==> src/rtl/lock_loss_nvm_map.vh <==
// offsets, field positions, reset values and timing for the lock-loss and nv control bank
// What this block does
// RULE1 - per-loop slow lock-loss enable, 0x9A bits 1:0
// RULE2 - 4-bit set threshold per loop at 0x9E
// RULE3 - 4-bit clear threshold per loop at 0xA0
// RULE4 - threshold codes decode to ppm limits; 11-15 reserved
// RULE5 - 4-bit fast clear threshold per loop, 0x98
// RULE6 - 4-bit slow detection window per loop, 0x9B
// RULE7 - 2-bit slow validation window per loop, 0x9D
// RULE8 - per-loop clear-delay enable, 0xA2 bits 1:0
// RULE9 - enabled delay holds lock-loss after clock returns
// RULE10 - 29-bit clear-delay counts, little-endian byte spread
// RULE11 - active bank reads 0x03, 0x0F, 0x3F
// RULE12 - software never burns once status reads 0x3F
// RULE13 - writing 0xC7 to 0xE3 starts a burn
// RULE14 - writing 1 to 0xE4 bit0 starts copy
// RULE15 - acquire-extend enables at 0xE5 bits 4, 5
// RULE16 - 29-bit acquire-extend duration loop a, 0xE6-0xE9
// RULE17 - software polls ready byte after burn before access
// RULE18 - assert above set, clear below clear after delay
// RULE19 - copy bit self-clears when copy completes
`ifndef LOCK_LOSS_NVM_MAP_VH
`define LOCK_LOSS_NVM_MAP_VH

// ****************************************
// register offsets
// ****************************************
`define OFS_FAST_CLR_THR 8'h98
`define OFS_SLOW_EN 8'h9A
`define OFS_SLOW_DETWIN 8'h9B
`define OFS_SLOW_VALWIN 8'h9D
`define OFS_SET_THR 8'h9E
`define OFS_CLR_THR 8'hA0
`define OFS_CLR_DLY_EN 8'hA2
`define OFS_CLR_DLY_A0 8'hA4
`define OFS_CLR_DLY_A3 8'hA7
`define OFS_CLR_DLY_B0 8'hA9
`define OFS_CLR_DLY_B3 8'hAC
`define OFS_ACTIVE_BANK 8'hE2
`define OFS_BURN_TRIG 8'hE3
`define OFS_COPY_TRIG 8'hE4
`define OFS_EXT_EN 8'hE5
`define OFS_EXT_DUR_A0 8'hE6
`define OFS_EXT_DUR_A3 8'hE9

// ****************************************
// field positions and codes
// ****************************************
`define EXT_EN_A_BIT 4
`define EXT_EN_B_BIT 5
`define COPY_BIT 0
`define BURN_KEY 8'hC7
`define BANK_NONE 8'h03
`define BANK_ONE 8'h0F
`define BANK_TWO 8'h3F
`define BANK_MAX 2'h2

// ****************************************
// reset values
// ****************************************
`define RST_BYTE 8'h00
`define RST_WIDE 29'h0000000

// ****************************************
// timing: delay count is in units of 2**shift clocks
// ****************************************
`define DLY_SHIFT 8

// threshold limits in units of 0.1 ppm
`define LIM_0 17'h00001
`define LIM_1 17'h00003
`define LIM_2 17'h0000A
`define LIM_3 17'h0001E
`define LIM_4 17'h00064
`define LIM_5 17'h0012C
`define LIM_6 17'h003E8
`define LIM_7 17'h00BB8
`define LIM_8 17'h02710
`define LIM_9 17'h07530
`define LIM_10 17'h186A0
`define LIM_RSVD 17'h1FFFF

`endif

==> src/rtl/lock_loss_monitor.v <==
// one loop's slow lock-loss detector with clear-delay timer
`timescale 1ns/100ps
`include "lock_loss_nvm_map.vh"
module lock_loss_monitor (
    input wire clk,
    input wire reset,
    input wire enable,
    input wire [3:0] set_code,
    input wire [3:0] clear_code,
    input wire delay_enable,
    input wire [28:0] delay_count,
    input wire [16:0] freq_error,
    output reg lock_loss_q
);
    // code to limit; reserved codes map to the top limit: they never trip, and clear for any error below it
    function [16:0] limit_of;
        input [3:0] code;
        begin
            case (code)
                4'h0: limit_of = `LIM_0;
                4'h1: limit_of = `LIM_1;
                4'h2: limit_of = `LIM_2;
                4'h3: limit_of = `LIM_3;
                4'h4: limit_of = `LIM_4;
                4'h5: limit_of = `LIM_5;
                4'h6: limit_of = `LIM_6;
                4'h7: limit_of = `LIM_7;
                4'h8: limit_of = `LIM_8;
                4'h9: limit_of = `LIM_9;
                4'hA: limit_of = `LIM_10;
                default: limit_of = `LIM_RSVD;
            endcase
        end
    endfunction

    wire [16:0] set_limit = limit_of(set_code); // RULE4
    wire [16:0] clear_limit = limit_of(clear_code); // RULE4
    wire [36:0] delay_load = {delay_count, 8'h00};
    reg [36:0] wait_q;

    // assert over set limit; clear only under clear limit, once the timer ran out if the delay is enabled
    always @(posedge clk) begin
        if (reset || !enable) begin // RULE1
            lock_loss_q <= 1'b0;
            wait_q <= 37'h0000000000;
        end else if (freq_error > set_limit) begin // RULE18
            lock_loss_q <= 1'b1;
            wait_q <= delay_load;
        end else if (lock_loss_q && freq_error < clear_limit) begin
            if (!delay_enable || wait_q == 37'h0000000000) begin // RULE9
                lock_loss_q <= 1'b0; // RULE18
            end else begin
                wait_q <= wait_q - 37'h0000000001;
            end
        end else begin
            // error drifted back up: the clock is not yet stable, restart the wait
            wait_q <= delay_load; // RULE9
        end
    end
endmodule

==> src/rtl/lock_loss_and_nvm_control_regs.v <==
// lock-loss configuration, nonvolatile bank control and acquire-extend register bank
`timescale 1ns/100ps
`include "lock_loss_nvm_map.vh"
module lock_loss_and_nvm_control_regs (
    input wire clk,
    input wire reset,
    input wire [7:0] reg_addr,
    input wire reg_wr,
    input wire [7:0] reg_wdata,
    input wire reg_rd,
    output reg [7:0] reg_rdata,
    output reg reg_rvalid,
    input wire [16:0] freq_error_a,
    input wire [16:0] freq_error_b,
    output wire lock_loss_a,
    output wire lock_loss_b,
    output reg [3:0] fast_clear_threshold_a,
    output reg [3:0] fast_clear_threshold_b,
    output reg [3:0] slow_detect_window_a,
    output reg [3:0] slow_detect_window_b,
    output reg [1:0] slow_valid_window_a,
    output reg [1:0] slow_valid_window_b,
    output reg acquire_extend_enable_a,
    output reg acquire_extend_enable_b,
    output reg [28:0] acquire_extend_duration_a,
    input wire [1:0] nv_banks_used,
    output reg nv_burn_start,
    input wire nv_burn_done,
    output reg nv_burn_busy,
    output reg nv_copy_start,
    input wire nv_copy_done
);

    // ****************************************
    // storage
    // ****************************************
    reg [1:0] slow_detect_enable_q;
    reg [3:0] set_threshold_a_q;
    reg [3:0] set_threshold_b_q;
    reg [3:0] clear_threshold_a_q;
    reg [3:0] clear_threshold_b_q;
    reg [1:0] clear_delay_enable_q;
    reg [28:0] clear_delay_count_a_q;
    reg [28:0] clear_delay_count_b_q;
    reg [7:0] burn_trigger_q;
    reg copy_busy_q;
    reg [1:0] banks_used_q;
    reg banks_loaded_q;
    wire wr_burn;
    wire wr_copy;

    // one byte lane of a 29-bit field, top lane keeps only five bits
    function [28:0] put_byte;
        input [28:0] old;
        input [1:0] lane;
        input [7:0] data;
        begin
            put_byte = old;
            case (lane)
                2'h0: put_byte[7:0] = data;
                2'h1: put_byte[15:8] = data;
                2'h2: put_byte[23:16] = data;
                2'h3: put_byte[28:24] = data[4:0];
                default: put_byte = old;
            endcase
        end
    endfunction

    // read a byte lane of a 29-bit field, unused top bits zero
    function [7:0] get_byte;
        input [28:0] val;
        input [1:0] lane;
        begin
            case (lane)
                2'h0: get_byte = val[7:0];
                2'h1: get_byte = val[15:8];
                2'h2: get_byte = val[23:16];
                2'h3: get_byte = {3'h0, val[28:24]};
                default: get_byte = 8'h00;
            endcase
        end
    endfunction

    // lane index of a wide field from its base offset
    function [1:0] lane_of;
        input [7:0] addr;
        input [7:0] base;
        reg [7:0] diff;
        begin
            diff = addr - base;
            lane_of = diff[1:0];
        end
    endfunction

    wire in_dly_a = reg_addr >= `OFS_CLR_DLY_A0 && reg_addr <= `OFS_CLR_DLY_A3;
    wire in_dly_b = reg_addr >= `OFS_CLR_DLY_B0 && reg_addr <= `OFS_CLR_DLY_B3;
    wire in_ext_a = reg_addr >= `OFS_EXT_DUR_A0 && reg_addr <= `OFS_EXT_DUR_A3;

    // ****************************************
    // configuration writes
    // ****************************************
    // multi-byte fields take each byte at once: software should write them
    // while the loop is not relying on the value, there is no shadow copy
    always @(posedge clk) begin
        if (reset) begin
            fast_clear_threshold_a <= 4'h0;
            fast_clear_threshold_b <= 4'h0;
            slow_detect_enable_q <= 2'h0;
            slow_detect_window_a <= 4'h0;
            slow_detect_window_b <= 4'h0;
            slow_valid_window_a <= 2'h0;
            slow_valid_window_b <= 2'h0;
            set_threshold_a_q <= 4'h0;
            set_threshold_b_q <= 4'h0;
            clear_threshold_a_q <= 4'h0;
            clear_threshold_b_q <= 4'h0;
            clear_delay_enable_q <= 2'h0;
            clear_delay_count_a_q <= `RST_WIDE;
            clear_delay_count_b_q <= `RST_WIDE;
            acquire_extend_enable_a <= 1'b0;
            acquire_extend_enable_b <= 1'b0;
            acquire_extend_duration_a <= `RST_WIDE;
        end else if (reg_wr) begin
            case (reg_addr)
                `OFS_FAST_CLR_THR: begin // RULE5
                    fast_clear_threshold_a <= reg_wdata[3:0];
                    fast_clear_threshold_b <= reg_wdata[7:4];
                end
                `OFS_SLOW_EN: begin
                    slow_detect_enable_q <= reg_wdata[1:0]; // RULE1
                end
                `OFS_SLOW_DETWIN: begin // RULE6
                    slow_detect_window_a <= reg_wdata[3:0];
                    slow_detect_window_b <= reg_wdata[7:4];
                end
                `OFS_SLOW_VALWIN: begin // RULE7
                    slow_valid_window_a <= reg_wdata[1:0];
                    slow_valid_window_b <= reg_wdata[3:2];
                end
                `OFS_SET_THR: begin // RULE2
                    set_threshold_a_q <= reg_wdata[3:0];
                    set_threshold_b_q <= reg_wdata[7:4];
                end
                `OFS_CLR_THR: begin // RULE3
                    clear_threshold_a_q <= reg_wdata[3:0];
                    clear_threshold_b_q <= reg_wdata[7:4];
                end
                `OFS_CLR_DLY_EN: begin
                    clear_delay_enable_q <= reg_wdata[1:0]; // RULE8
                end
                `OFS_EXT_EN: begin // RULE15
                    acquire_extend_enable_a <= reg_wdata[`EXT_EN_A_BIT];
                    acquire_extend_enable_b <= reg_wdata[`EXT_EN_B_BIT];
                end
                default: begin
                    // wide fields are decoded by range below
                    if (in_dly_a) begin // RULE10
                        clear_delay_count_a_q <= put_byte(clear_delay_count_a_q,
                            lane_of(reg_addr, `OFS_CLR_DLY_A0), reg_wdata);
                    end
                    if (in_dly_b) begin // RULE10
                        clear_delay_count_b_q <= put_byte(clear_delay_count_b_q,
                            lane_of(reg_addr, `OFS_CLR_DLY_B0), reg_wdata);
                    end
                    if (in_ext_a) begin // RULE16
                        acquire_extend_duration_a <= put_byte(acquire_extend_duration_a,
                            lane_of(reg_addr, `OFS_EXT_DUR_A0), reg_wdata);
                    end
                end
            endcase
        end
    end

    // ****************************************
    // nonvolatile bank control
    // ****************************************
    assign wr_burn = reg_wr && reg_addr == `OFS_BURN_TRIG;
    assign wr_copy = reg_wr && reg_addr == `OFS_COPY_TRIG && reg_wdata[`COPY_BIT];

    // burned-bank count is taken from the nv macro one cycle after reset release
    always @(posedge clk) begin
        if (reset) begin
            banks_loaded_q <= 1'b0;
            banks_used_q <= 2'h0;
        end else if (!banks_loaded_q) begin
            banks_loaded_q <= 1'b1;
            banks_used_q <= nv_banks_used;
        end else if (nv_burn_busy && nv_burn_done && banks_used_q < `BANK_MAX) begin
            banks_used_q <= banks_used_q + 2'h1;
        end
    end

    // burn key starts one burn; refused while busy or with no bank left
    always @(posedge clk) begin
        if (reset) begin
            burn_trigger_q <= `RST_BYTE;
            nv_burn_start <= 1'b0;
            nv_burn_busy <= 1'b0;
        end else begin
            nv_burn_start <= 1'b0;
            if (wr_burn) begin
                burn_trigger_q <= reg_wdata;
            end
            if (wr_burn && reg_wdata == `BURN_KEY && !nv_burn_busy && banks_loaded_q
                && banks_used_q < `BANK_MAX) begin // RULE13
                nv_burn_start <= 1'b1;
                nv_burn_busy <= 1'b1;
            end else if (nv_burn_done) begin
                nv_burn_busy <= 1'b0;
            end
        end
    end

    // copy bit: a new request in the done cycle wins and keeps it set
    always @(posedge clk) begin
        if (reset) begin
            copy_busy_q <= 1'b0;
            nv_copy_start <= 1'b0;
        end else begin
            nv_copy_start <= wr_copy && !copy_busy_q; // RULE14
            if (wr_copy) begin
                copy_busy_q <= 1'b1; // RULE14
            end else if (nv_copy_done) begin
                copy_busy_q <= 1'b0; // RULE19
            end
        end
    end

    // ****************************************
    // lock-loss detectors, one per loop
    // ****************************************
    wire [33:0] freq_error_all = {freq_error_b, freq_error_a};
    wire [7:0] set_all = {set_threshold_b_q, set_threshold_a_q};
    wire [7:0] clear_all = {clear_threshold_b_q, clear_threshold_a_q};
    wire [57:0] delay_all = {clear_delay_count_b_q, clear_delay_count_a_q};
    wire [1:0] lock_loss_all;

    genvar g;
    generate
        for (g = 0; g < 2; g = g + 1) begin : loop_mon
            lock_loss_monitor mon (
                .clk(clk),
                .reset(reset),
                .enable(slow_detect_enable_q[g]),
                .set_code(set_all[g*4 +: 4]),
                .clear_code(clear_all[g*4 +: 4]),
                .delay_enable(clear_delay_enable_q[g]),
                .delay_count(delay_all[g*29 +: 29]),
                .freq_error(freq_error_all[g*17 +: 17]),
                .lock_loss_q(lock_loss_all[g])
            );
        end
    endgenerate

    assign lock_loss_a = lock_loss_all[0];
    assign lock_loss_b = lock_loss_all[1];

    // ****************************************
    // read path
    // ****************************************
    reg [7:0] rd_mux;
    reg [7:0] bank_code;

    // status code from burned-bank count
    always @* begin
        case (banks_used_q)
            2'h0: bank_code = `BANK_NONE; // RULE11
            2'h1: bank_code = `BANK_ONE; // RULE11
            default: bank_code = `BANK_TWO; // RULE11
        endcase
    end

    // unmapped offsets and reserved bits read as zero
    always @* begin
        rd_mux = 8'h00;
        case (reg_addr)
            `OFS_FAST_CLR_THR: rd_mux = {fast_clear_threshold_b, fast_clear_threshold_a};
            `OFS_SLOW_EN: rd_mux = {6'h00, slow_detect_enable_q};
            `OFS_SLOW_DETWIN: rd_mux = {slow_detect_window_b, slow_detect_window_a};
            `OFS_SLOW_VALWIN: rd_mux = {4'h0, slow_valid_window_b, slow_valid_window_a};
            `OFS_SET_THR: rd_mux = {set_threshold_b_q, set_threshold_a_q};
            `OFS_CLR_THR: rd_mux = {clear_threshold_b_q, clear_threshold_a_q};
            `OFS_CLR_DLY_EN: rd_mux = {6'h00, clear_delay_enable_q};
            `OFS_ACTIVE_BANK: rd_mux = bank_code;
            `OFS_BURN_TRIG: rd_mux = burn_trigger_q;
            `OFS_COPY_TRIG: rd_mux = {7'h00, copy_busy_q};
            `OFS_EXT_EN: rd_mux = {2'h0, acquire_extend_enable_b, acquire_extend_enable_a,
                4'h0};
            default: begin
                if (in_dly_a) begin
                    rd_mux = get_byte(clear_delay_count_a_q,
                        lane_of(reg_addr, `OFS_CLR_DLY_A0));
                end else if (in_dly_b) begin
                    rd_mux = get_byte(clear_delay_count_b_q,
                        lane_of(reg_addr, `OFS_CLR_DLY_B0));
                end else if (in_ext_a) begin
                    rd_mux = get_byte(acquire_extend_duration_a,
                        lane_of(reg_addr, `OFS_EXT_DUR_A0));
                end
            end
        endcase
    end

    // read data registered, valid one cycle after the strobe
    always @(posedge clk) begin
        if (reset) begin
            reg_rdata <= 8'h00;
            reg_rvalid <= 1'b0;
        end else begin
            reg_rvalid <= reg_rd;
            if (reg_rd) begin
                reg_rdata <= rd_mux;
            end
        end
    end

endmodule

==> config.mk <==
export PLATFORM = sky130hd
export DESIGN_NAME = lock_loss_and_nvm_control_regs
export DESIGN_NICKNAME = d
export VERILOG_FILES = /design/src/rtl/lock_loss_monitor.v /design/src/rtl/lock_loss_and_nvm_control_regs.v
export VERILOG_INCLUDE_DIRS = /design/src /design/src/rtl
export SDC_FILE = /design/constraint.sdc
export NUM_CORES = 1
export LEC_CHECK = 0
export BUFFER_PORTS_ARGS = -buffer_cell sky130_fd_sc_hd__buf_2
export CAP_MARGIN = 20
export CELL_PAD_IN_SITES_DETAIL_PLACEMENT = 0
export CELL_PAD_IN_SITES_GLOBAL_PLACEMENT = 1
export CORE_MARGIN = 5
export CORE_UTILIZATION = 46
export DETAILED_ROUTE_END_ITERATION = 16
export GPL_ROUTABILITY_DRIVEN = 1
export MAX_ROUTING_LAYER = met4
export PLACE_DENSITY = 0.79
export SLEW_MARGIN = 20
export SYNTH_ARGS = -nofsm -noshare
export SYNTH_HDL_FRONTEND = slang
export SYNTH_SLANG_ARGS = --single-unit
==> constraint.sdc <==
create_clock -name clk -period 4.15 [get_ports clk]
set_input_delay 0.83 -clock clk [delete_from_list [all_inputs] [get_ports clk]]
set_output_delay 0.83 -clock clk [all_outputs]
set_load 0.03 [all_outputs]
==> Word level (Yosys, flattened, before mapping) <==
Memory sizes are Yosys's and may differ from the RTL's. A register that Yosys moved wholly into a read port is not among the register bits.
Cells that the tools add are included.
{ "totals": {"ramBits": 0, "mem_bits_ro": 1088, "mem_count": 4, "latchBits": 0, "word_cells": 188, "register_bits": 229} }
{ "classes": {"n_bitwise": 3, "reduce_logical": 62, "addsub": 6, "mul": 0, "n_div": 0, "muxes": 36, "shift": 0, "eq_ne": 25, "magnitude_cmp": 11} }
{ "memory_table": {"columns": ["memory", "depth", "width", "read_ports", "rd_clocked_by_memory_dff", "write_ports", "line_no", "text"], "rows": [
  ["(no name shown)", 16, 17, 1, 1, 0, "lock_loss_monitor.v:19", "case (code)"],
  ["(no name shown)", 16, 17, 1, 1, 0, "lock_loss_monitor.v:19", null],
  ["(no name shown)", 16, 17, 1, 1, 0, "lock_loss_monitor.v:19", null],
  ["(no name shown)", 16, 17, 1, 1, 0, "lock_loss_monitor.v:19", null]
]} }
{ "op_table": {"columns": ["cell", "count"], "rows": [
  ["37-bit two-way mux", 6],
  ["8-bit equality test (second input constant)", 12],
  ["8-bit case mux with 4 select lines", 3],
  ["8-bit case mux with 11 select lines", 1],
  ["37-bit logical NOT", 2],
  ["37-bit by 1-bit subtractor with 37-bit output (second input constant)", 2],
  ["4-bit AND reduction", 12],
  ["17-bit greater-than comparator", 2],
  ["17-bit less-than comparator", 2],
  ["4-bit two-way mux", 8],
  ["8-bit greater-or-equal comparator (second input constant)", 3],
  ["8-bit less-or-equal comparator (second input constant)", 3],
  ["8-bit two-way mux", 3],
  ["2-bit AND reduction", 10],
  ["1-bit logical AND", 15],
  ["2-bit equality test (second input constant)", 6],
  ["1-bit two-way mux", 12],
  ["6-bit case mux with 2 select lines", 1],
  ["2-bit nonzero test", 6],
  ["2-bit by 1-bit equality test with 1-bit output (second input constant)", 4],
  ["2-bit logical NOT", 4],
  ["8-bit OR reduction", 1],
  ["1-bit logical NOT", 6],
  ["3-bit by 2-bit inequality test with 1-bit output (second input constant)", 2],
  ["other kinds (9)", 17]
]} }

==> Depth between registers and ports, before layout <==
Gate-level depths: netlist of run 1.
{ "logic_depth": {"depth_word": 7, "mapped_depth": 11, "mapped_depth_nobuf": 9} }

==> By module <==
A second synthesis of run 1 with hierarchy kept.
{ "unflattened": {"cells_unflattened": 1614, "hier_area_um2": 13999.7} }
{ "by_module_without_submodules": {"columns": ["mod", "area_per_inst_um2", "seq_area_each_um2", "cells_per_inst", "n_inst"], "rows": [
  ["lock_loss_and_nvm_control_regs", 6994.2, 3062.9, 736, 1],
  ["lock_loss_monitor (loop_mon[1].mon)", 3539.6, 760.7, 452, 1],
  ["lock_loss_monitor (loop_mon[0].mon)", 3465.8, 760.7, 426, 1]
]} }

==> Worst setup path before layout of run 1 <==
No wires, ideal clock.
{ "synth_path": {"kind": "input to register", "start": "in freq_error_a[10]", "end": "reg loop_mon[0].mon.lock_loss_q", "path_buffers": 2, "required_time_ns": 4.012, "arrival_time_ns": 3.042, "cell_stages": 9, "setup_slack_ns": 0.971, "cell_sequence": "ha_1 > a21o_1 > a221o_1 > a221oi_1 > o21ai_0 > a211oi_1 > buf_2 > buf_1 > a211oi_1"} }
{ "synth_between": {"elab_chain_len": 4, "word_cells_on_any_way": 7, "cone_classes": "order compare: 2; mux: 1; reduce/logical: 4"} }
{ "synth_rtl": {"columns": ["element", "line_no", "text"], "rows": [
  ["from (decl)", "lock_loss_and_nvm_control_regs.v:13", "input wire [16:0] freq_error_a,"],
  ["17-bit less-than comparator", "lock_loss_monitor.v:49", "end else if (lock_loss_q && freq_error < clear_limit) begin"],
  ["1-bit logical AND", "lock_loss_monitor.v:49", null],
  ["2-bit nonzero test (no source line)", null, null],
  ["2-bit AND reduction (no source line)", null, null],
  ["to (signal assigned)", "lock_loss_monitor.v:44", "lock_loss_q <= 1'b0;"],
  ["to (signal assigned)", "lock_loss_monitor.v:47", "lock_loss_q <= 1'b1;"],
  ["to (signal assigned)", "lock_loss_monitor.v:51", "lock_loss_q <= 1'b0;"],
  ["to (decl)", "lock_loss_monitor.v:13", "output reg lock_loss_q"]
]} }
Several ways; a longest one is shown, not always the timed one.
A chain may end at the register's enable or synchronous reset.

==> Final worst setup path of run 1 <==
{ "layout_path": {"start": "reg loop_mon[0].mon.wait_q[0]", "end": "reg loop_mon[0].mon.wait_q[10]"} }
{ "layout_between": {"elab_chain_len": 4, "word_cells_on_any_way": 7, "cone_classes": "add/sub: 1; eq/ne: 1; mux: 3; reduce/logical: 2"} }
{ "layout_rtl": {"columns": ["element", "line_no", "text"], "rows": [
  ["from (decl)", "lock_loss_monitor.v:39", "reg [36:0] wait_q;"],
  ["from (signal assigned)", "lock_loss_monitor.v:48", "wait_q <= delay_load;"],
  ["from (signal assigned)", "lock_loss_monitor.v:53", "wait_q <= wait_q - 37'h0000000001;"],
  ["from (signal assigned)", "lock_loss_monitor.v:57", "wait_q <= delay_load;"],
  ["37-bit by 1-bit subtractor with 37-bit output", "lock_loss_monitor.v:53", null],
  ["37-bit two-way mux", "lock_loss_monitor.v:50", "if (!delay_enable || wait_q == 37'h0000000000) begin"],
  ["37-bit two-way mux", "lock_loss_monitor.v:49", null],
  ["37-bit two-way mux", "lock_loss_monitor.v:46", "end else if (freq_error > set_limit) begin"]
]} }
Several ways; a longest one is shown, not always the timed one. The select of a mux whose other input is x is not followed.

==> results of run 1 <==
## stage by stage
stage,hold WS (ps),setup slack [ps],utilization [%]
2_1_floorplan,422,971,-
3_3_place_gp,441,808,49.6
3_5_place_dp,447,743,49.6
4_1_cts,454,1100,53.3
5_1_grt,482,739,53.3
6_report,458,1090,53.3
## final cells by class
| class | count | area, sq um |
|---|---|---|
| sequential | 289 | 5790 |
| multi-input combinational | 1149 | 7810 |
| inverter | 83 | 312 |
| timing repair buffer | 141 | 781 |
| antenna | 4 | 10.0 |
| tap | 396 | 495 |
| clock inverter | 8 | 103 |
| fill | 2906 | 14300 |
| clock buffer | 51 | 1030 |
## how the worst max path moves through the flow
stage	end	slack [ps]	start
4_1_cts	loop_mon[0].mon.wait_q[10]$_SDFFE_PP0P_	1100	loop_mon[0].mon.wait_q[0]$_SDFFE_PP0P_
3_3_place_gp	loop_mon[0].mon.wait_q[29]$_SDFFE_PP0P_	810	freq_error_a[4]
2_1_floorplan	loop_mon[0].mon.lock_loss_q$_SDFFE_PP0P_	970	freq_error_a[10]
6_report	loop_mon[0].mon.wait_q[10]$_SDFFE_PP0P_	1090	loop_mon[0].mon.wait_q[0]$_SDFFE_PP0P_
3_5_place_dp	loop_mon[0].mon.wait_q[29]$_SDFFE_PP0P_	740	freq_error_a[4]
5_1_grt	loop_mon[0].mon.wait_q[18]$_SDFFE_PP0P_	740	loop_mon[0].mon.wait_q[0]$_SDFFE_PP0P_
## state kept, by name (all words and copies together) (netlist names), 8 cells and up
name                       cells
acquire_extend_duration_a     29
burn_trigger_q                 8
clear_delay_count_a_q         29
clear_delay_count_b_q         29
loop_mon.mon.clear_limit      30
loop_mon.mon.set_limit        30
loop_mon.mon.wait_q           74
reg_rdata                      8
## worst max-delay path: cells and delay by family, from the launching register on
kind	cells	cell delay, ps
AO/OA/AOI/OAI	2	860
flip-flops	1	340
adder cells (fa/ha/maj)	1	200
AND/OR/NAND/NOR	4	1320
XOR/XNOR	1	160
buffers and inverters	1	90
## routing by layer
metal / share of wire (%) / vias up / wire length [um]
met3: 6.5 / 61 / 2570
met2: 44 / 373 / 17300
li1: - / 5902 / -
met1: 47 / 5654 / 18800
met5: 0 / - / 0
met4: 2.6 / 0 / 1020
## placed cells by master, fill, tap and decap left out, drive strengths merged, types with 12 or more instances in the layout
cell,instances
dfxtp,289
nor2,241
buf,141
nand2,110
mux2i,106
a21oi,90
inv,83
ha,72
a211oi,62
nand3,57
clkbuf,51
xnor2,48
nor3,41
o21ai,40
nor4,33
a22oi,21
xor2,20
nand4,17
mux4,15
nand2b,12
## logic make-up (layout without fill, tap and decap cells)
family,after synthesis,count (layout),share of synthesized area [%]
AO/OA/AOI/OAI,288,288,13.5
XOR/XNOR,68,68,4.24
multiplexers,131,131,10.6
AND/OR/NAND/NOR,590,590,20.1
flip-flops,289,289,40.7
other,0,4,0
buffers and inverters,169,283,4.59
adder cells (fa/ha/maj),72,72,6.33
## power by group
part | total (mW) | internal [mW] | switching, mW
combinational | 0.278 | 0.0942 | 0.183
clock | 2.98 | 1.83 | 1.15
sequential | 2.79 | 2.78 | 0.00679
total | 6.05 | 4.71 | 1.34
==> results.py, run 1 <==
metrics = {
    "route": {
        "via_per_inst": 5.65,
        "wirelength_mm": 39.7,
        "wl_per_cell_um": 18.7,
        "detail-route-antenna-nets": 0,
        "first_pass_iters": 5,
        "drc": 0,
        "drtIter0Drc": 920,
        "num_vias": 12000,
    },
    "final_layout": {
        "fin_cells": 2121,
        "fin_nets": 1828,
        "design_area_sq_um": 16300,
        "drive_gt1_share_pct": 14.6,
        "area_delta_synth_final_pct": 14.7,
    },
    "synth": {
        "synth-main-ff-cell": "dfxtp_1",
        "syn_area_sq_um": 14200,
        "async_reset_ff_share_pct": 0,
        "ys_seq_area_share_pct": 40.7,
        "ys_warn_count": 0,
        "syn_inst": 1607,
        "ys_types": 72,
        "ys_ff_latch": 289,
        "yosys.cell_count.top_type": "dfxtp_1",
        "synth_edf_count": 0,
        "synth_top_area_share_pct": 40.7,
        "syn_area_per_cell_sq_um": 8.85,
        "synth_top_cell_by_area": "dfxtp_1",
        "synth_common_cells": "289 x dfxtp_1, 241 x nor2_1, 110 x nand2_1",
        "synth_nets": 1737,
        "synthTopCellsByArea": "dfxtp_1 41%, mux2i_1 7.5%, nor2_1 6.4%",
    },
    "global_route": {
        "grt_use_total_pct": 23.2,
        "use_met3_pct": 3.75,
        "grt_pass1_vias": 11400,
        "grt_max_degree": 76,
        "grt_overflow": 0,
        "grt_pass1_wl_mm": 62.5,
        "antenna_found_initial": 3,
        "grtUsageMet2_pct": 34.7,
        "grt.busiest_layer": "met2",
        "grtUsageMet1_pct": 32.8,
    },
    "clocking": {
        "cts_max_level": 2,
        "cts_setup_buffers": 0,
        "numCtsBuffers": 34,
        "ctsHoldBuffers": 0,
        "cts.clk_slew.worst_paths_ps": 60,
        "cts_resized": 0,
        "cts_sinks": 289,
        "clk_path_buf_depth": 3,
        "insertion_delay_ps": 510,
        "cts_tree": "built",
        "cts-root-buf": "clkbuf_16",
    },
    "power_and_ir_drop": {
        "ir_drop_v": 0.000288,
        "power.density_nw_per_um2": 371,
        "finalPower_mw": 6.05,
        "p_leak_nw": 6.40,
    },
    "place": {
        "placed_cells": 2058,
        "dp.final_hpwl_mm": 28.9,
        "io_buffers": 122,
        "gp_congestion": 0.875,
        "dpl_cell_area_sq_um": 15200,
    },
    "sta": {
        "maxSlewViolCount": 0,
        "finalSetupTns_ps": 0,
        "rsz0062_at_grt": "false",
        "slew_headroom_pct": 38.9,
        "setup_viol": 0,
        "period_needed_ps": 3060,
        "skew_ps": 18.3,
        "worst_pin_slew_ps": 913,
        "fmax_mhz": 327,
        "finalCritPeriodShare_pct": 73.7,
        "hold_violations": 0,
    },
    "critical_path": {
        "crit_path_start_kind": "flip-flop",
        "cp_max_fo": 5,
        "slowest_stage": "o21ai_0",
        "r2r_cells": 9,
        "cp_data_arrival_time_ps": 3470,
        "crit_path_end_kind": "flip-flop",
        "cpMostUsedCell": "nor3_1",
        "crit_chain": "inv_1, ha_1, or4b_2, nor3_1, nand2_1, o21ai_0, nor3_1, xnor2_1, a211oi_1",
        "cp.required_ps": 4570,
        "r2r-end": "loop_mon[0].mon.wait_q[10]$_SDFFE_PP0P_",
        "slowest_delay_ps": 630,
        "worstReg2RegStart": "loop_mon[0].mon.wait_q[0]$_SDFFE_PP0P_",
        "reg2reg_slack_ps": 1090,
        "critPathKind": "reg2reg",
    },
    "die": {
        "io_pins": 123,
        "die_h_um": 186,
        "initial_utilization_pct": 46.5,
        "fp-row-count": 64,
        "dieArea_sq_um": 34500,
        "fp.dieW_um": 186,
        "core_area_sq_um": 30600,
    },
    "run": {
        "max_cap_viol_count": 0,
    },
    "worst_hold_path": {
        "min_from": "burn_trigger_q[6]$_SDFFE_PP0P_",
        "min_path_cells": 2,
        "min_path_type": "reg2reg",
        "hold_end": "burn_trigger_q[6]$_SDFFE_PP0P_",
    },
    "outcome": {
        "outcome": "finished, final reports clean",
    },
}
No activity file was read; power rests on OpenSTA's default activity.
==> run 2, diff against run 1 <==
CORE_UTILIZATION = 42   (was 46)
PLACE_DENSITY = 0.76   (was 0.79)
clock period = 2.8 ns   (was 4.15 ns; I/O delays follow)
==> run 2 against run 1 <==
Compared with the run above: clock power grew 41%; global-route usage shrank 1.5 points; flip-flop and latch count is the same; largest power group unchanged; highest routed layer unchanged.
==> results.py, run 2 (synthesis gave the netlist of run 1 again) <==
metrics = {
    "clocking": {
        "cts_sinks": 289,
        "cts_setup_buffers": 0,
        "ctsHoldBuffers": 0,
        "cts_tree": "built",
        "clk_path_buf_depth": 3,
        "insertion_delay_ps": 510,
        "cts.clk_slew.worst_paths_ps": 60,
        "numCtsBuffers": 34,
        "cts-root-buf": "clkbuf_16",
        "cts_max_level": 2,
        "cts_resized": 0,
    },
    "die": {
        "fp-row-count": 67,
        "die_h_um": 194,
        "io_pins": 123,
        "fp.dieW_um": 194,
        "initial_utilization_pct": 42.5,
        "dieArea_sq_um": 37600,
        "core_area_sq_um": 33400,
    },
    "final_layout": {
        "final_cell_mix": "289 x dfxtp_1, 241 x nor2_1, 121 x buf_2",
        "layout_commonest_cell": "dfxtp_1",
        "area_delta_synth_final_pct": 19.2,
        "largest_register_ffs": 74,
        "design_area_sq_um": 17000,
        "fin_util_pct": 50.7,
        "top_register": "loop_mon.mon.wait_q",
        "drive_gt1_share_pct": 18.4,
        "fin_nets": 1896,
    },
    "sta": {
        "slew_headroom_pct": 55.8,
        "fin_hold_ws_ps": 333,
        "fmax_mhz": 377,
        "worst_pin_slew_ps": 662,
        "setup_ws_ps": 145,
        "rsz0062_at_grt": "true",
        "period_needed_ps": 2660,
        "hold_violations": 0,
        "maxSlewViolCount": 0,
        "finalCritPeriodShare_pct": 94.8,
        "setup_viol": 0,
        "skew_ps": 15.3,
    },
    "power_and_ir_drop": {
        "p_seq_share_pct": 47.0,
        "p_leak_nw": 6.74,
        "clkPwrFrac_pct": 47.9,
        "p_comb_share_pct": 5.2,
        "switchingPower_mw": 2.00,
        "intPower_mw": 6.80,
        "sw_frac_of_total_pct": 22.8,
        "ir_drop_v": 0.000302,
        "power.density_nw_per_um2": 520,
    },
    "critical_path": {
        "cp_data_arrival_time_ps": 3060,
        "cp_max_fo": 30,
        "crit_path_end_kind": "flip-flop",
        "critPathKind": "reg2reg",
        "crit_path_start_kind": "flip-flop",
        "cp.required_ps": 3210,
    },
    "place": {
        "dp.final_hpwl_mm": 31.0,
        "dp_worst_setup_slack_ps": -288,
        "dpl_cell_area_sq_um": 15800,
        "gp_congestion": 0.878,
        "io_buffers": 122,
    },
    "outcome": {
        "outcome": "finished, final reports clean",
    },
    "global_route": {
        "grt_overflow": 0,
        "antenna_found_initial": 4,
        "grt_use_total_pct": 21.7,
        "grt_pass1_vias": 11700,
        "grt_max_degree": 64,
        "grt_pass1_wl_mm": 64.9,
    },
    "route": {
        "wirelength_mm": 41.5,
        "wl_per_cell_um": 18.5,
        "first_pass_iters": 5,
        "via_per_inst": 5.45,
        "drc": 0,
        "detail-route-antenna-nets": 0,
        "num_vias": 12200,
        "drtIter0Drc": 791,
    },
    "run": {
        "max_cap_viol_count": 0,
    },
    "worst_hold_path": {
        "min_path_type": "in2reg",
    },
}
run 2: cell types whose count changed in the layout (fill, tap and decap cells not counted), sizes merged:
cell / before / now
buf: 141 / 209
bufinv: 2 / 1
clkbuf: 51 / 47
clkinv: 5 / 10
inv: 83 / 82
run 2: power by group through the flow:
stage / Sequential [mW] / Clock (mW) / Combinational, mW
4_1_cts: 4.13 / 4.30 / 0.450
3_3_place_gp: 4.22 / 0 / 0.437
3_5_place_dp: 4.23 / 0 / 0.449
6_report: 4.13 / 4.21 / 0.456
5_1_grt: 4.13 / 4.46 / 0.500
2_1_floorplan: 4.24 / 0 / 0.238
run 2: path summary, 6_finish.rpt:
check / slack [ps] / cells past startpoint / startpoint / end
worst max-delay path: 140 / 11 / loop_mon[0].mon.set_limit[10]$_DFF_P_ / loop_mon[0].mon.wait_q[26]$_SDFFE_PP0P_
worst min-delay path: 330 / 2 / reset / banks_used_q[0]$_SDFFE_PP0P_
worst min register to register: 460 / 2 / burn_trigger_q[5]$_SDFFE_PP0P_ / burn_trigger_q[5]$_SDFFE_PP0P_
worst max register to register: 140 / 11 / loop_mon[0].mon.set_limit[10]$_DFF_P_ / loop_mon[0].mon.wait_q[26]$_SDFFE_PP0P_
run 2: area by class of cell:
class                   count  area (sq um)
diodes                      4          10.0
clock buffers              47           971
clock inverters            11          86.3
fillers                  3174         16500
inverters                  83           312
multi-input cells        1149          7860
flip-flops and latches    289          5790
well taps                 448           561
repair buffers            209          1370
run 2: routing by layer:
| metal | part of all wire [%] | GRT usage, % | up-vias |
|---|---|---|---|
| met5 | 0 | - | - |
| met4 | 2.0 | 4.82 | 0 |
| met3 | 5.5 | 3.32 | 59 |
| met2 | 45 | 33.3 | 322 |
| met1 | 48 | 30.5 | 5786 |
| li1 | - | - | 6034 |
run 2: worst max-delay path, cell delays in order, from the launching register on:
cell,delay (ps)
dfxtp_1,320
inv_1,50
ha_1,300
a21o_1,170
a221o_1,330
a221oi_2,300
o21ai_2,130
a211oi_4,320
buf_12,160
buf_12,170
nor2_1,60
a211oi_1,230
run 2: through the flow:
| stage | std cells | power (mW) | TNS [ps] |
|---|---|---|---|
| global route | 2240 | 9.10 | -4.27 |
| detailed placement | 2178 | 4.67 | -7230 |
| global placement | 2178 | 4.66 | -4230 |
| CTS | 2236 | 8.88 | 0 |
| finish | 2240 | 8.81 | 0 |
| floorplan | 1607 | 4.47 | 0 |
==> run 3, diff against run 2 <==
clock period = 2.3 ns   (was 2.8 ns; I/O delays follow)
==> run 3 against run 2 <==
Compared with the run above: the flow now finishes with violations (negative setup slack); global-route usage increased by 1.2 points; largest power group unchanged; sequential share of layout area is 3.8 points lower; clock skew grew 0.56 ps; via count increased by 6.6%.
==> results.py, run 3 (synthesis gave the netlist of run 1 again) <==
metrics = {
    "run": {
        "max_cap_viol_count": 0,
    },
    "global_route": {
        "grt_use_total_pct": 22.9,
        "grtUsageMet2_pct": 35.5,
        "grt.busiest_layer": "met2",
        "grtUsageMet1_pct": 32.4,
        "grt_pass1_wl_mm": 69.4,
        "use_met3_pct": 2.92,
        "grt_overflow": 0,
        "grt_max_degree": 104,
        "grt_pass1_vias": 12700,
        "antenna_found_initial": 2,
    },
    "die": {
        "fp.dieW_um": 194,
        "core_area_sq_um": 33400,
        "io_pins": 123,
        "initial_utilization_pct": 42.5,
        "die_h_um": 194,
        "dieArea_sq_um": 37600,
        "fp-row-count": 67,
    },
    "clocking": {
        "cts.clk_slew.worst_paths_ps": 60,
        "cts_max_level": 2,
        "cts_sinks": 289,
        "ctsHoldBuffers": 0,
        "cts_tree": "built",
        "numCtsBuffers": 34,
        "clk_path_buf_depth": 3,
        "cts-root-buf": "clkbuf_16",
        "insertion_delay_ps": 500,
    },
    "critical_path": {
        "critPathKind": "reg2reg",
        "slowest_stage": "dfxtp_2",
        "crit_path_start_kind": "flip-flop",
        "reg2reg_slack_ps": -220,
        "cp_data_arrival_time_ps": 2930,
        "crit_chain": "inv_2, ha_4, and2_4, a221o_1, a221oi_2, o21ai_2, a211oi_4, buf_12, clkinvlp_4, a2111oi_4",
        "cp.required_ps": 2710,
        "slowest_delay_ps": 330,
        "crit_path_end_kind": "flip-flop",
        "cp_max_fo": 8,
    },
    "final_layout": {
        "multi_input_comb_area_sq_um": 8430,
        "layout_commonest_cell": "dfxtp_1",
        "area_delta_synth_final_pct": 34.1,
        "drive_gt1_share_pct": 30.8,
        "fin_util_pct": 57.0,
        "nFillCells": 2942,
        "top_register": "loop_mon.mon.wait_q",
        "final_cell_mix": "283 x dfxtp_1, 212 x nor2_1, 211 x buf_4",
        "largest_register_ffs": 74,
        "seq_area_sq_um": 5790,
        "fin_nets": 2058,
    },
    "route": {
        "via_per_inst": 5.42,
        "num_vias": 13000,
        "first_pass_iters": 5,
        "drc": 0,
        "drtIter0Drc": 847,
        "detail-route-antenna-nets": 0,
        "wirelength_mm": 44.1,
        "wl_per_cell_um": 18.4,
    },
    "outcome": {
        "violations": "negative setup slack",
        "outcome": "complete, but fails checks",
    },
    "sta": {
        "finalCritPeriodShare_pct": 109,
        "skew_ps": 15.8,
        "maxSlewViolCount": 0,
        "period_needed_ps": 2520,
        "setup_viol": 68,
        "finalSetupTns_ps": -8290,
        "rsz0062_at_grt": "true",
        "hold_violations": 0,
        "worst_pin_slew_ps": 804,
        "setup_ws_ps": -217,
        "fmax_mhz": 397,
        "slew_headroom_pct": 45.9,
    },
    "place": {
        "dp.final_hpwl_mm": 32.1,
        "io_buffers": 122,
        "gp_congestion": 0.911,
    },
    "worst_hold_path": {
        "min_path_type": "in2reg",
    },
    "power_and_ir_drop": {
        "ir_drop_v": 0.000485,
        "p_leak_nw": 7.74,
        "power.density_nw_per_um2": 574,
    },
}
[run 3: cell types whose count changed in the layout (fill, tap and decap cells not counted), moves of 6 or more]
| cell | change |
|---|---|
| buf_6 | +16 |
| inv_1 | -6 |
| nor2_2 | +23 |
| ha_4 | +10 |
| nor2_4 | +6 |
| nor2_1 | -29 |
| ha_1 | -10 |
| buf_4 | +131 |
| a211oi_1 | -32 |
| buf_12 | +8 |
| dfxtp_2 | +6 |
| dfxtp_1 | -6 |
| a211oi_2 | +32 |
[run 3: repair_timing]
action | in CTS | in global routing
gates resized for setup | 70 | 78
gates cloned | 4 | 3
endpoints found under the setup margin | 75 | 75
pin swaps | 38 | 19
setup buffers | 14 | 11
[run 3: cell type report]
class	count	area share [%]
multi-input cells	1149	44.2
flip-flops and latches	289	30.4
repair buffers	371	15.0
clock buffers	48	5.16
well taps	448	2.94
inverters	83	1.65
clock inverters	10	0.591
diodes	2	0.0262
[run 3: critical path, delay by kind of cell (launching register included)]
family / cells / cell delay (ps)
adder cells (fa/ha/maj): 1 / 230
AO/OA/AOI/OAI: 5 / 1260
buffers and inverters: 3 / 450
flip-flops: 1 / 330
AND/OR/NAND/NOR: 1 / 150
[run 3: final timing paths]
kind                                             from                                     end  cells after the start
min reg2reg            burn_trigger_q[6]$_SDFFE_PP0P_          burn_trigger_q[6]$_SDFFE_PP0P_                      2
min                                  nv_banks_used[1]            banks_used_q[1]$_SDFFE_PP0P_                      3
max reg2reg  loop_mon[0].mon.set_limit[14]$_SDFF_PN0_  loop_mon[0].mon.wait_q[1]$_SDFFE_PP0P_                     10
max          loop_mon[0].mon.set_limit[14]$_SDFF_PN0_  loop_mon[0].mon.wait_q[1]$_SDFFE_PP0P_                     10
[run 3: where the power goes]
part | total [mW] | leakage, nW | internal (mW) | switching, mW
Combinational | 0.636 | 4.87 | 0.259 | 0.377
Clock | 5.28 | 0.536 | 3.21 | 2.07
Sequential | 5.04 | 2.33 | 5.02 | 0.0132
Total | 10.9 | 7.74 | 8.49 | 2.46
[run 3: routing by layer]
metal	vias to the layer above	share of wire [%]
met2	392	46
met1	6201	47
met5	-	0
met4	0	2.0
met3	60	5.8
li1	6351	-
[run 3: through the flow]
step                hold WS [ps]  power [mW]  area, sq um  instances  setup slack (ps)
floorplan                    422        5.45        14400       1607              -110
global placement             442        5.72        17000       2312              -518
detailed placement           446        5.74        17000       2312              -650
CTS                          227        11.0        18600       2388              -147
global route                 271        11.3        19100       2400              -325
finish                       243        10.9        19100       2400              -217
